===== config.mk =====
export PLATFORM = sky130hd
export DESIGN_NAME = cst_supervisor
export DESIGN_NICKNAME = d
export VERILOG_FILES = /design/src/cst_pkg.sv /design/src/cst_health.sv /design/src/cst_supervisor.sv
export SDC_FILE = /design/constraint.sdc
export NUM_CORES = 1
export LEC_CHECK = 0
export ABC_AREA = 1
export ABC_CLOCK_PERIOD_IN_PS = 2000
export BUFFER_PORTS_ARGS = -buffer_cell sky130_fd_sc_hd__buf_2
export CAP_MARGIN = 40
export CORE_MARGIN = 10
export CORE_UTILIZATION = 50
export CTS_CLUSTER_DIAMETER = 60
export DETAILED_ROUTE_END_ITERATION = 6
export PLACE_DENSITY = 0.75
export SKIP_LAST_GASP = 1
export SLEW_MARGIN = 20
export SYNTH_ARGS = -nofsm -noshare
export SYNTH_HDL_FRONTEND = slang
export SYNTH_SLANG_ARGS = --single-unit

===== constraint.sdc =====
create_clock -name ref_clk -period 2 [get_ports ref_clk]
set_input_delay 0.2 -clock ref_clk [delete_from_list [all_inputs] [get_ports ref_clk]]
set_output_delay 0.2 -clock ref_clk [all_outputs]
set_load 0.02 [all_outputs]

===== src/cst_pkg.sv =====
`default_nettype none
// shared constants and types for the self-test supervisor
package cst_pkg;
	// clock and periodic integrity interval
	localparam longint CLK_HZ = 10_000_000;
	localparam longint PERIODIC_MIN = 30; // minutes
	localparam longint PERIODIC_CYC = PERIODIC_MIN * 60 * CLK_HZ;
	localparam int TMR_W = 36;
	// raw source health limits
	localparam int RUN_CUTOFF = 40;
	localparam int PROP_CUTOFF = 684;
	localparam int PROP_WINDOW = 1024;
	// generate request limit, as a power of two
	localparam int GEN_LIMIT_LOG2 = 48;
	localparam int GEN_W = GEN_LIMIT_LOG2 + 1;
	// known-answer vector sizes in bits
	localparam logic [9:0] AES_KEY_BITS = 10'h080;
	localparam logic [10:0] CMAC_MSG_BITS = 11'h100;
	localparam logic [10:0] DRBG_ENT_BITS = 11'h378;
	localparam logic [9:0] DRBG_NONCE_BITS = 10'h080;
	localparam logic [10:0] DRBG_GEN_BITS = 11'h400;
	localparam logic [9:0] HMAC_KEY_BITS = 10'h200;
	localparam logic [10:0] HMAC_TEXT_BITS = 11'h110;
	// logged error codes
	localparam logic [7:0] ERR_NONE = 8'h00;
	localparam logic [7:0] ERR_AES = 8'h01;
	localparam logic [7:0] ERR_DRBG = 8'h02;
	localparam logic [7:0] ERR_HMAC = 8'h03;
	localparam logic [7:0] ERR_INTEG = 8'h04;
	localparam logic [7:0] ERR_UNWRAP = 8'h05;
	localparam logic [7:0] ERR_KEY_LOAD = 8'h06;
	localparam logic [7:0] ERR_IV_LOAD = 8'h07;
	localparam logic [7:0] ERR_KEY_WRAP = 8'h08;
	localparam logic [7:0] ERR_ENCRYPT = 8'h09;
	localparam logic [7:0] ERR_ENTROPY = 8'h0a;
	localparam logic [7:0] ERR_SEED = 8'h0b;
	localparam logic [7:0] ERR_RESEED = 8'h0c;
	localparam logic [7:0] ERR_ENV = 8'h0d;
	localparam logic [7:0] ERR_FLASH = 8'h0e;
	// supervisor states
	typedef enum logic [3:0] {
		ST_INTEG = 4'b0000,
		ST_RNG_HEALTH = 4'b0001,
		ST_CMAC = 4'b0010,
		ST_AES_WRAP = 4'b0011,
		ST_AES_UNWRAP = 4'b0100,
		ST_DRBG_INST = 4'b0101,
		ST_DRBG_GEN = 4'b0110,
		ST_HMAC = 4'b0111,
		ST_OPER = 4'b1000,
		ST_PERIODIC = 4'b1001,
		ST_FWCHK = 4'b1010,
		ST_ERROR = 4'b1011
	} cst_state_t;
	// engine operations
	typedef enum logic [3:0] {
		OP_NONE = 4'h0,
		OP_SHA_INTEG = 4'h1,
		OP_CMAC = 4'h2,
		OP_AES_WRAP = 4'h3,
		OP_AES_UNWRAP = 4'h4,
		OP_DRBG_INST = 4'h5,
		OP_DRBG_GEN = 4'h6,
		OP_HMAC = 4'h7,
		OP_FW_HMAC = 4'h8
	} cst_op_t;
	// command to the crypto engine
	typedef struct packed {
		logic start;
		logic wipe;
		cst_op_t op;
		logic [9:0] key_bits;
		logic [10:0] data_bits;
	} cst_eng_req_t;
	// engine answer
	typedef struct packed {
		logic done;
		logic pass;
	} cst_eng_rsp_t;
	// runtime faults reported by the datapath
	typedef struct packed {
		logic unwrap;
		logic key_load;
		logic iv_load;
		logic key_wrap;
		logic encrypt;
		logic entropy;
		logic seed;
		logic env;
		logic flash;
	} cst_fault_t;
	// host service request
	typedef struct packed {
		logic valid;
		logic crypto;
		logic gen;
		logic log_clear;
		logic auth;
	} cst_svc_req_t;
	// host service answer
	typedef struct packed {
		logic valid;
		logic ok;
		logic err;
		logic [7:0] log;
	} cst_svc_rsp_t;
endpackage : cst_pkg
`default_nettype wire


===== src/cst_health.sv =====
`timescale 1ns/1ps
`default_nettype none
// repetition and adaptive proportion checks on raw bits
module cst_health #(
	parameter int RUN_CUT = cst_pkg::RUN_CUTOFF,
	parameter int PROP_CUT = cst_pkg::PROP_CUTOFF,
	parameter int PROP_WIN = cst_pkg::PROP_WINDOW
) (
	input wire logic ref_clk,
	input wire logic resetn,
	input wire logic raw_valid,
	input wire logic raw_bit,
	output logic fail,
	output logic ready
);
	localparam int RW = $clog2(RUN_CUT + 1);
	localparam int AW = $clog2(PROP_WIN + 1);
	logic last_r; // previous raw bit
	logic [RW-1:0] run_cnt_r; // current run length
	logic prop_ref_r; // first bit of window
	logic [AW-1:0] prop_cnt_r; // matches in window
	logic [AW-1:0] prop_pos_r; // position in window
	logic fail_r; // sticky health failure
	logic ready_r; // first window complete
	logic run_hit; // run cutoff reached
	logic prop_hit; // proportion cutoff reached
	// run reaches cutoff on this bit
	assign run_hit = raw_valid && run_cnt_r != '0 && raw_bit == last_r
		&& run_cnt_r == RW'(RUN_CUT - 1);
	// window proportion reaches cutoff on this bit
	assign prop_hit = raw_valid && prop_pos_r != '0 && raw_bit == prop_ref_r
		&& prop_cnt_r == AW'(PROP_CUT - 1);
	// repetition run counter
	always_ff @(posedge ref_clk or negedge resetn) begin
		if (!resetn) begin
			last_r <= 1'b0;
			run_cnt_r <= '0;
		end else if (raw_valid) begin
			last_r <= raw_bit;
			if (run_cnt_r != '0 && raw_bit == last_r) begin
				run_cnt_r <= run_cnt_r + RW'(1);
			end else begin
				run_cnt_r <= RW'(1);
			end
		end
	end
	// proportion window counter
	always_ff @(posedge ref_clk or negedge resetn) begin
		if (!resetn) begin
			prop_ref_r <= 1'b0;
			prop_cnt_r <= '0;
			prop_pos_r <= '0;
		end else if (raw_valid) begin
			if (prop_pos_r == '0) begin
				prop_ref_r <= raw_bit;
				prop_cnt_r <= AW'(1);
				prop_pos_r <= AW'(1);
			end else begin
				if (raw_bit == prop_ref_r) begin
					prop_cnt_r <= prop_cnt_r + AW'(1);
				end
				prop_pos_r <= (prop_pos_r == AW'(PROP_WIN - 1)) ? '0 : prop_pos_r + AW'(1);
			end
		end
	end
	// sticky fail and first-window ready, checks never stop
	always_ff @(posedge ref_clk or negedge resetn) begin
		if (!resetn) begin
			fail_r <= 1'b0;
			ready_r <= 1'b0;
		end else begin
			if (run_hit || prop_hit) begin
				fail_r <= 1'b1;
			end
			if (raw_valid && prop_pos_r == AW'(PROP_WIN - 1)) begin
				ready_r <= 1'b1;
			end
		end
	end
	assign fail = fail_r;
	assign ready = ready_r;
endmodule : cst_health
`default_nettype wire


===== src/cst_supervisor.sv =====
`timescale 1ns/1ps
`default_nettype none
module cst_supervisor #(
	parameter longint PERIOD_CYC = cst_pkg::PERIODIC_CYC,
	parameter int GEN_LOG2 = cst_pkg::GEN_LIMIT_LOG2
) (
	input wire logic ref_clk,
	input wire logic resetn,
	input wire logic raw_valid,
	input wire logic raw_bit,
	input wire cst_pkg::cst_eng_rsp_t eng_rsp,
	output cst_pkg::cst_eng_req_t eng_req,
	input wire cst_pkg::cst_svc_req_t svc_req,
	output cst_pkg::cst_svc_rsp_t svc_rsp,
	output logic svc_ready,
	input wire cst_pkg::cst_fault_t fault,
	input wire logic fw_req,
	output logic fw_apply,
	output logic fw_reject,
	output logic [7:0] err_code,
	output logic in_error,
	output logic oper
);
	localparam int GW = GEN_LOG2 + 1; // generate counter width
	cst_pkg::cst_state_t st_r; // current state
	logic in_error_r; // registered error state flag
	logic oper_r; // registered service state flag
	cst_pkg::cst_state_t st_nxt; // next state
	logic [7:0] code_nxt; // code logged on error entry
	logic go_err; // error entry this cycle
	logic launched_r; // engine start issued
	logic gen_twice_r; // first generate done
	cst_pkg::cst_eng_req_t eng_req_r;
	cst_pkg::cst_svc_rsp_t svc_rsp_r;
	logic svc_ready_r;
	logic fw_apply_r;
	logic fw_reject_r;
	logic [7:0] err_code_r;
	logic [cst_pkg::TMR_W-1:0] tmr_r; // periodic timer
	logic per_pend_r; // periodic check due
	logic [GW-1:0] gen_cnt_r; // served generates
	logic gen_over; // count past limit
	logic hc_fail; // raw source health failure
	logic hc_ready; // first window passed
	logic svc_take; // request accepted
	logic eng_fin; // launched test finished
	// engine op for each test state
	function automatic cst_pkg::cst_op_t op_of(input cst_pkg::cst_state_t s);
		case (s)
			cst_pkg::ST_INTEG: op_of = cst_pkg::OP_SHA_INTEG;
			cst_pkg::ST_CMAC: op_of = cst_pkg::OP_CMAC;
			cst_pkg::ST_AES_WRAP: op_of = cst_pkg::OP_AES_WRAP;
			cst_pkg::ST_AES_UNWRAP: op_of = cst_pkg::OP_AES_UNWRAP;
			cst_pkg::ST_DRBG_INST: op_of = cst_pkg::OP_DRBG_INST;
			cst_pkg::ST_DRBG_GEN: op_of = cst_pkg::OP_DRBG_GEN;
			cst_pkg::ST_HMAC: op_of = cst_pkg::OP_HMAC;
			cst_pkg::ST_PERIODIC: op_of = cst_pkg::OP_SHA_INTEG;
			cst_pkg::ST_FWCHK: op_of = cst_pkg::OP_FW_HMAC;
			default: op_of = cst_pkg::OP_NONE;
		endcase
	endfunction : op_of
	// error code when a test state fails
	function automatic logic [7:0] code_of(input cst_pkg::cst_state_t s);
		case (s)
			cst_pkg::ST_INTEG: code_of = cst_pkg::ERR_INTEG;
			cst_pkg::ST_PERIODIC: code_of = cst_pkg::ERR_INTEG;
			cst_pkg::ST_CMAC: code_of = cst_pkg::ERR_ENTROPY;
			cst_pkg::ST_AES_WRAP: code_of = cst_pkg::ERR_AES;
			cst_pkg::ST_AES_UNWRAP: code_of = cst_pkg::ERR_AES;
			cst_pkg::ST_DRBG_INST: code_of = cst_pkg::ERR_DRBG;
			cst_pkg::ST_DRBG_GEN: code_of = cst_pkg::ERR_DRBG;
			cst_pkg::ST_HMAC: code_of = cst_pkg::ERR_HMAC;
			default: code_of = cst_pkg::ERR_NONE;
		endcase
	endfunction : code_of
	// runtime fault to code, lowest code first
	function automatic logic [7:0] fault_code(input cst_pkg::cst_fault_t f);
		if (f.unwrap) fault_code = cst_pkg::ERR_UNWRAP;
		else if (f.key_load) fault_code = cst_pkg::ERR_KEY_LOAD;
		else if (f.iv_load) fault_code = cst_pkg::ERR_IV_LOAD;
		else if (f.key_wrap) fault_code = cst_pkg::ERR_KEY_WRAP;
		else if (f.encrypt) fault_code = cst_pkg::ERR_ENCRYPT;
		else if (f.entropy) fault_code = cst_pkg::ERR_ENTROPY;
		else if (f.seed) fault_code = cst_pkg::ERR_SEED;
		else if (f.env) fault_code = cst_pkg::ERR_ENV;
		else fault_code = cst_pkg::ERR_FLASH;
	endfunction : fault_code
	// raw source health checks
	cst_health u_health (
		.ref_clk(ref_clk),
		.resetn(resetn),
		.raw_valid(raw_valid),
		.raw_bit(raw_bit),
		.fail(hc_fail),
		.ready(hc_ready)
	);
	assign eng_fin = launched_r && eng_rsp.done;
	assign svc_take = svc_req.valid && svc_ready_r;
	assign gen_over = gen_cnt_r[GW-1] && (|gen_cnt_r[GW-2:0]);
	// next state and error code selection
	always_comb begin
		st_nxt = st_r;
		code_nxt = cst_pkg::ERR_NONE;
		go_err = 1'b0;
		if (st_r != cst_pkg::ST_ERROR) begin
			if (|fault) begin
				go_err = 1'b1;
				code_nxt = fault_code(fault);
			end else if (hc_fail) begin
				go_err = 1'b1;
				code_nxt = cst_pkg::ERR_ENTROPY;
			end else if (gen_over) begin
				go_err = 1'b1;
				code_nxt = cst_pkg::ERR_RESEED;
			end else begin
				case (st_r)
					// rng waits for a clean health window
					cst_pkg::ST_RNG_HEALTH: begin
						if (hc_ready) begin
							st_nxt = cst_pkg::ST_CMAC;
						end
					end
					// service, firmware check or periodic check
					cst_pkg::ST_OPER: begin
						if (fw_req) begin
							st_nxt = cst_pkg::ST_FWCHK;
						end else if (per_pend_r && !svc_req.valid) begin
							st_nxt = cst_pkg::ST_PERIODIC;
						end
					end
					// firmware image result never errors
					cst_pkg::ST_FWCHK: begin
						if (eng_fin) begin
							st_nxt = cst_pkg::ST_OPER;
						end
					end
					// every other state is a known-answer step
					default: begin
						if (eng_fin && !eng_rsp.pass) begin
							go_err = 1'b1;
							code_nxt = code_of(st_r);
						end else if (eng_fin) begin
							case (st_r)
								cst_pkg::ST_INTEG: st_nxt = cst_pkg::ST_RNG_HEALTH;
								cst_pkg::ST_CMAC: st_nxt = cst_pkg::ST_AES_WRAP;
								cst_pkg::ST_AES_WRAP: st_nxt = cst_pkg::ST_AES_UNWRAP;
								cst_pkg::ST_AES_UNWRAP: st_nxt = cst_pkg::ST_DRBG_INST;
								cst_pkg::ST_DRBG_INST: st_nxt = cst_pkg::ST_DRBG_GEN;
								cst_pkg::ST_DRBG_GEN: begin
									st_nxt = gen_twice_r ? cst_pkg::ST_HMAC
										: cst_pkg::ST_DRBG_GEN;
								end
								default: st_nxt = cst_pkg::ST_OPER;
							endcase
						end
					end
				endcase
			end
			if (go_err) begin
				st_nxt = cst_pkg::ST_ERROR;
			end
		end
	end
	// state register, restart from integrity on reset
	always_ff @(posedge ref_clk or negedge resetn) begin
		if (!resetn) begin
			st_r <= cst_pkg::ST_INTEG;
			in_error_r <= 1'b0;
			oper_r <= 1'b0;
		end else begin
			st_r <= st_nxt;
			in_error_r <= st_nxt == cst_pkg::ST_ERROR;
			oper_r <= st_nxt == cst_pkg::ST_OPER;
		end
	end
	// engine launch, vector sizes and wipe
	always_ff @(posedge ref_clk or negedge resetn) begin
		if (!resetn) begin
			eng_req_r <= '0;
			launched_r <= 1'b0;
			gen_twice_r <= 1'b0;
		end else begin
			eng_req_r.start <= 1'b0;
			eng_req_r.wipe <= 1'b0;
			if (eng_fin) begin
				launched_r <= 1'b0;
				eng_req_r.wipe <= 1'b1;
				if (st_r == cst_pkg::ST_DRBG_GEN) begin
					gen_twice_r <= 1'b1;
				end
			end else if (!launched_r && op_of(st_r) != cst_pkg::OP_NONE && !go_err) begin
				launched_r <= 1'b1;
				eng_req_r.start <= 1'b1;
				eng_req_r.op <= op_of(st_r);
				eng_req_r.key_bits <= '0;
				eng_req_r.data_bits <= '0;
				case (st_r)
					cst_pkg::ST_CMAC: begin
						eng_req_r.key_bits <= cst_pkg::AES_KEY_BITS;
						eng_req_r.data_bits <= cst_pkg::CMAC_MSG_BITS;
					end
					cst_pkg::ST_AES_WRAP, cst_pkg::ST_AES_UNWRAP: begin
						eng_req_r.key_bits <= cst_pkg::AES_KEY_BITS;
					end
					cst_pkg::ST_DRBG_INST: begin
						eng_req_r.key_bits <= cst_pkg::DRBG_NONCE_BITS;
						eng_req_r.data_bits <= cst_pkg::DRBG_ENT_BITS;
					end
					cst_pkg::ST_DRBG_GEN: begin
						eng_req_r.data_bits <= cst_pkg::DRBG_GEN_BITS;
					end
					cst_pkg::ST_HMAC, cst_pkg::ST_FWCHK: begin
						eng_req_r.key_bits <= cst_pkg::HMAC_KEY_BITS;
						eng_req_r.data_bits <= cst_pkg::HMAC_TEXT_BITS;
					end
					default: begin
						eng_req_r.key_bits <= '0;
					end
				endcase
			end
		end
	end
	// firmware image accept or refuse
	always_ff @(posedge ref_clk or negedge resetn) begin
		if (!resetn) begin
			fw_apply_r <= 1'b0;
			fw_reject_r <= 1'b0;
		end else begin
			fw_apply_r <= st_r == cst_pkg::ST_FWCHK && eng_fin && eng_rsp.pass;
			fw_reject_r <= st_r == cst_pkg::ST_FWCHK && eng_fin && !eng_rsp.pass;
		end
	end
	// periodic integrity timer, runs only in service state
	always_ff @(posedge ref_clk or negedge resetn) begin
		if (!resetn) begin
			tmr_r <= '0;
			per_pend_r <= 1'b0;
		end else if (st_r == cst_pkg::ST_PERIODIC) begin
			per_pend_r <= 1'b0;
			tmr_r <= '0;
		end else if (st_r == cst_pkg::ST_OPER && !per_pend_r) begin
			if (tmr_r == cst_pkg::TMR_W'(PERIOD_CYC - 1)) begin
				per_pend_r <= 1'b1;
				tmr_r <= '0;
			end else begin
				tmr_r <= tmr_r + cst_pkg::TMR_W'(1);
			end
		end
	end
	// generate request counter
	always_ff @(posedge ref_clk or negedge resetn) begin
		if (!resetn) begin
			gen_cnt_r <= '0;
		end else if (svc_take && svc_req.gen && st_r == cst_pkg::ST_OPER && !gen_over) begin
			gen_cnt_r <= gen_cnt_r + GW'(1);
		end
	end
	// error log, entry wins over clear
	always_ff @(posedge ref_clk or negedge resetn) begin
		if (!resetn) begin
			err_code_r <= cst_pkg::ERR_NONE;
		end else if (go_err) begin
			err_code_r <= code_nxt;
		end else if (svc_take && svc_req.log_clear && svc_req.auth) begin
			err_code_r <= cst_pkg::ERR_NONE;
		end
	end
	// service answers, crypto refused in error
	always_ff @(posedge ref_clk or negedge resetn) begin
		if (!resetn) begin
			svc_rsp_r <= '0;
			svc_ready_r <= 1'b0;
		end else begin
			svc_ready_r <= st_nxt == cst_pkg::ST_OPER || st_nxt == cst_pkg::ST_ERROR;
			svc_rsp_r.valid <= svc_take;
			svc_rsp_r.log <= err_code_r;
			if (st_r == cst_pkg::ST_ERROR && svc_req.crypto) begin
				svc_rsp_r.ok <= 1'b0;
				svc_rsp_r.err <= svc_take;
			end else if (svc_req.log_clear && !svc_req.auth) begin
				svc_rsp_r.ok <= 1'b0;
				svc_rsp_r.err <= svc_take;
			end else begin
				svc_rsp_r.ok <= svc_take;
				svc_rsp_r.err <= 1'b0;
			end
		end
	end
	assign eng_req = eng_req_r;
	assign svc_rsp = svc_rsp_r;
	assign svc_ready = svc_ready_r;
	assign fw_apply = fw_apply_r;
	assign fw_reject = fw_reject_r;
	assign err_code = err_code_r;
	assign in_error = in_error_r;
	assign oper = oper_r;
endmodule : cst_supervisor
`default_nettype wire


==> flow_metrics.py <==
metrics = {
    "status": {
        "status": "completed",
    },
    "pwr": {
        "power.leakage_nw": 5.33,
        "powerDensity_mw_per_mm2": 660,
        "vdd_drop_max_mv": 0.562,
    },
    "cells_and_area": {
        "regArea_mm2": 0.00380,
        "layout-drive-gt1-share_pct": 17.3,
        "finalInstanceArea_mm2": 0.0111,
        "area_growth_pct": 19.9,
        "n_antenna_cell": 0,
        "multi_input_area_mm2": 0.00484,
        "layout.cells.non_filler": 1608,
        "fillers": 1566,
        "final_nets": 1400,
    },
    "job": {
        "max_cap_viol_count": 0,
    },
    "placed_design": {
        "dp_cells": 1568,
        "post-dp-hpwl_um": 17600,
        "place_ws_ns": -0.0681,
        "place.gp.congestion": 0.912,
        "dpl-instance-area_mm2": 0.0101,
        "io_buffers": 51,
    },
    "clock_network": {
        "cts_buffers": 17,
        "cts_tree": "built",
        "cts_sinks": 152,
        "root_buffer": "clkbuf_16",
        "htree_levels": 4,
        "clk_latency_ns": 0.43,
        "clock_path_buffers": 2,
        "clk_pin_slew_ns": 0.06,
    },
    "worst_setup_path": {
        "critical_path.startpoint_type": "flip-flop",
        "worst_setup_path_end_kind": "flip-flop",
        "critPathKind": "reg2reg",
        "crit_buf_inv": 3,
        "worst_path_most_repeated_cell": "nand2_1",
        "worst-endpoint-arrival_ns": 2.33,
        "crit_chain": "ha_1 > buf_4 > nand2_1 > nand3_4 > buf_4 > nor2_1 > nand2_1 > nand2_1 > inv_1 > nand4_1 > nand2_1 > nor2_1 > nand2_1 > nand2_1",
        "cp.required_ns": 2.37,
        "cp_slowest_cell": "dfrtp_1",
        "r2r_slack_ns": 0.04,
        "crit_family": "simple AND/OR/NAND/NOR gates",
        "slowest_delay_ns": 0.42,
        "path_max_fanout": 6,
    },
    "global_route": {
        "track_usage_pct": 19.7,
        "grt_pass1_wl_um": 39900,
        "antenna_found_initial": 0,
        "first_global_vias": 8347,
        "grt_max_degree": 47,
        "grt_overflow": 0,
    },
    "sta": {
        "fin_skew_ns": 0.00658,
        "fin_ws_ns": 0.0389,
        "hold_viol_final": 0,
        "period_share_pct": 98.1,
        "min_period_ns": 1.96,
        "tns_ns": 0,
        "setup_viol": 0,
        "timing.fmax_ghz": 0.510,
        "finalMaxSlewViolations": 0,
        "rsz0062_at_grt": "yes",
    },
    "floorplanning": {
        "rows": 49,
        "start_util_pct": 51.1,
        "die_x_um": 156,
        "core_area_mm2": 0.0181,
        "fp.dieH_um": 156,
        "die-area_mm2": 0.0243,
        "ioPinCount": 72,
    },
    "drt": {
        "via_per_inst": 5.34,
        "dr.pass1.iters": 5,
        "postRouteAntennaNets": 0,
        "via_count": 8584,
        "dr.first_iter.drc_count": 629,
        "wire_per_inst_um": 14.9,
        "totalWireLength_um": 24000,
        "drc": 0,
    },
    "hold_path": {
        "min-delay-path-class": "in2reg",
    },
    "logic_synthesis": {
        "yosysUniqueCellTypes": 51,
        "ys_seq_area_share_pct": 41.1,
        "yosys_register_bits": 152,
        "yosysWarnings": 0,
        "synth.avg_cell_area_um2": 7.43,
        "syn_area_mm2": 0.00925,
        "syn_inst": 1244,
    },
}
## flip-flops by register name, indices dropped and copies added, names as in the netlist, 6 cells and up
signal	flops
eng_req	12
gen_cnt_r	49
svc_rsp	7
tmr_r	36
u_health.prop_cnt_r	11
u_health.prop_pos_r	11
u_health.run_cnt_r	6
## power breakdown
part	internal [mW]	switching, mW	total, mW
sequential	3.23	0.122	3.36
combinational	0.240	0.429	0.670
clock	1.96	1.33	3.30
## Yosys cell counts, drive strengths merged
library cell	number	area [um2]
a21boi	1	7.51
a21oi	17	85.1
a22oi	2	15.0
a31o	1	8.76
a31oi	2	12.5
a32o	1	10.0
a41oi	1	8.76
and2	1	6.26
and3	1	6.26
buf	37	267
clkbuf	5	21.3
clkinv	2	10.0
conb	1	3.75
dfrtp	152	3800
ha	12	150
inv	157	592
mux2	1	11.3
nand2	297	1150
nand3	77	428
nand3b	3	22.5
nand4	30	194
nor2	190	766
nor3	53	285
nor3b	4	30.0
nor4	24	163
o211ai	4	30.0
o21a	1	7.51
o21ai	76	392
o22ai	12	75.1
o311ai	1	8.76
o32ai	1	8.76
or2	3	18.8
xnor2	9	78.8
xor2	65	569
## stage by stage
| step | power, mW | utilization, % | hold WS [ns] |
|---|---|---|---|
| floorplan | 3.88 | - | -0.0956 |
| global route | 7.63 | 61.3 | 0.0821 |
| detailed placement | 4.06 | 56.1 | 0.116 |
| CTS | 7.36 | 59.8 | 0.0478 |
| global placement | 4.03 | 56.1 | 0.112 |
| finish | 7.32 | 61.3 | 0.0586 |
## worst register-to-register path: stages (launching register included)
cell	delay, ns
dfrtp_1	0.42
ha_1	0.24
buf_4	0.17
nand2_1	0.11
nand3_4	0.10
buf_4	0.15
nor2_1	0.11
nand2_1	0.06
nand2_1	0.06
inv_1	0.04
nand4_1	0.09
nand2_1	0.11
nor2_1	0.11
nand2_1	0.07
nand2_1	0.07
## final cells by class
type | instances | share of cell area, %
timing repair buffer | 127 | 8.49
clock buffer | 17 | 3.84
sequential | 152 | 34.3
multi-input combinational | 910 | 43.7
clock inverter | 14 | 1.59
inverter | 159 | 5.53
tap | 229 | 2.58
## per-layer routing
layer / track usage [%] / part of all wire [%]
met1: 25.5 / 45
met4: 5.89 / 2.1
met2: 32.7 / 48
met5: 0 / 0
met3: 3.89 / 5.6
## path summary, 6_finish.rpt
check                               to        start  cells after the start
max                          svc_ready      st_r[0]                     14
min                        err_code[1]     fault[8]                      4
max reg2reg                  svc_ready      st_r[0]                     14
min reg2reg                 svc_rsp[0]  err_code[0]                      0
max in group asynchronous   svc_rsp[3]       resetn                      3
min in group asynchronous    tmr_r[25]       resetn                      2
## timing repair
| item | 4_1_cts | 5_1_grt |
|---|---|---|
| gates resized for setup | 5 | 52 |
| cloned | 1 | 1 |
| pin swaps | 0 | 13 |
| hold buffers | 2 | 0 |
| endpoints found under the setup margin | 24 | 89 |
| buffers inserted | 0 | 5 |
| endpoints found under the hold margin | 56 | 0 |
## placed cells by master (no fill, tap or decap), drive strengths merged, types with 24 or more instances in the layout
cell / count
nor4: 24
dfrtp: 152
o21ai: 76
nand2: 297
nand4: 30
nand3: 77
buf: 124
nor2: 190
inv: 158
nor3: 53
xor2: 65
## logic make-up (layout without fill, tap and decap cells)
| logic type | count (synthesis) | count (layout) | synth area share (%) |
|---|---|---|---|
| XOR/XNOR | 74 | 74 | 7.01 |
| AO/OA/AOI/OAI | 120 | 120 | 7.24 |
| adder cells (fa/ha/maj) | 12 | 12 | 1.62 |
| multiplexers | 1 | 1 | 0.122 |
| other | 1 | 20 | 0.0406 |
| AND/OR/NAND/NOR | 683 | 683 | 33.2 |
| flip-flops | 152 | 152 | 41.1 |
| buffers and inverters | 201 | 317 | 9.62 |
Power figures use the tool's default switching activity.
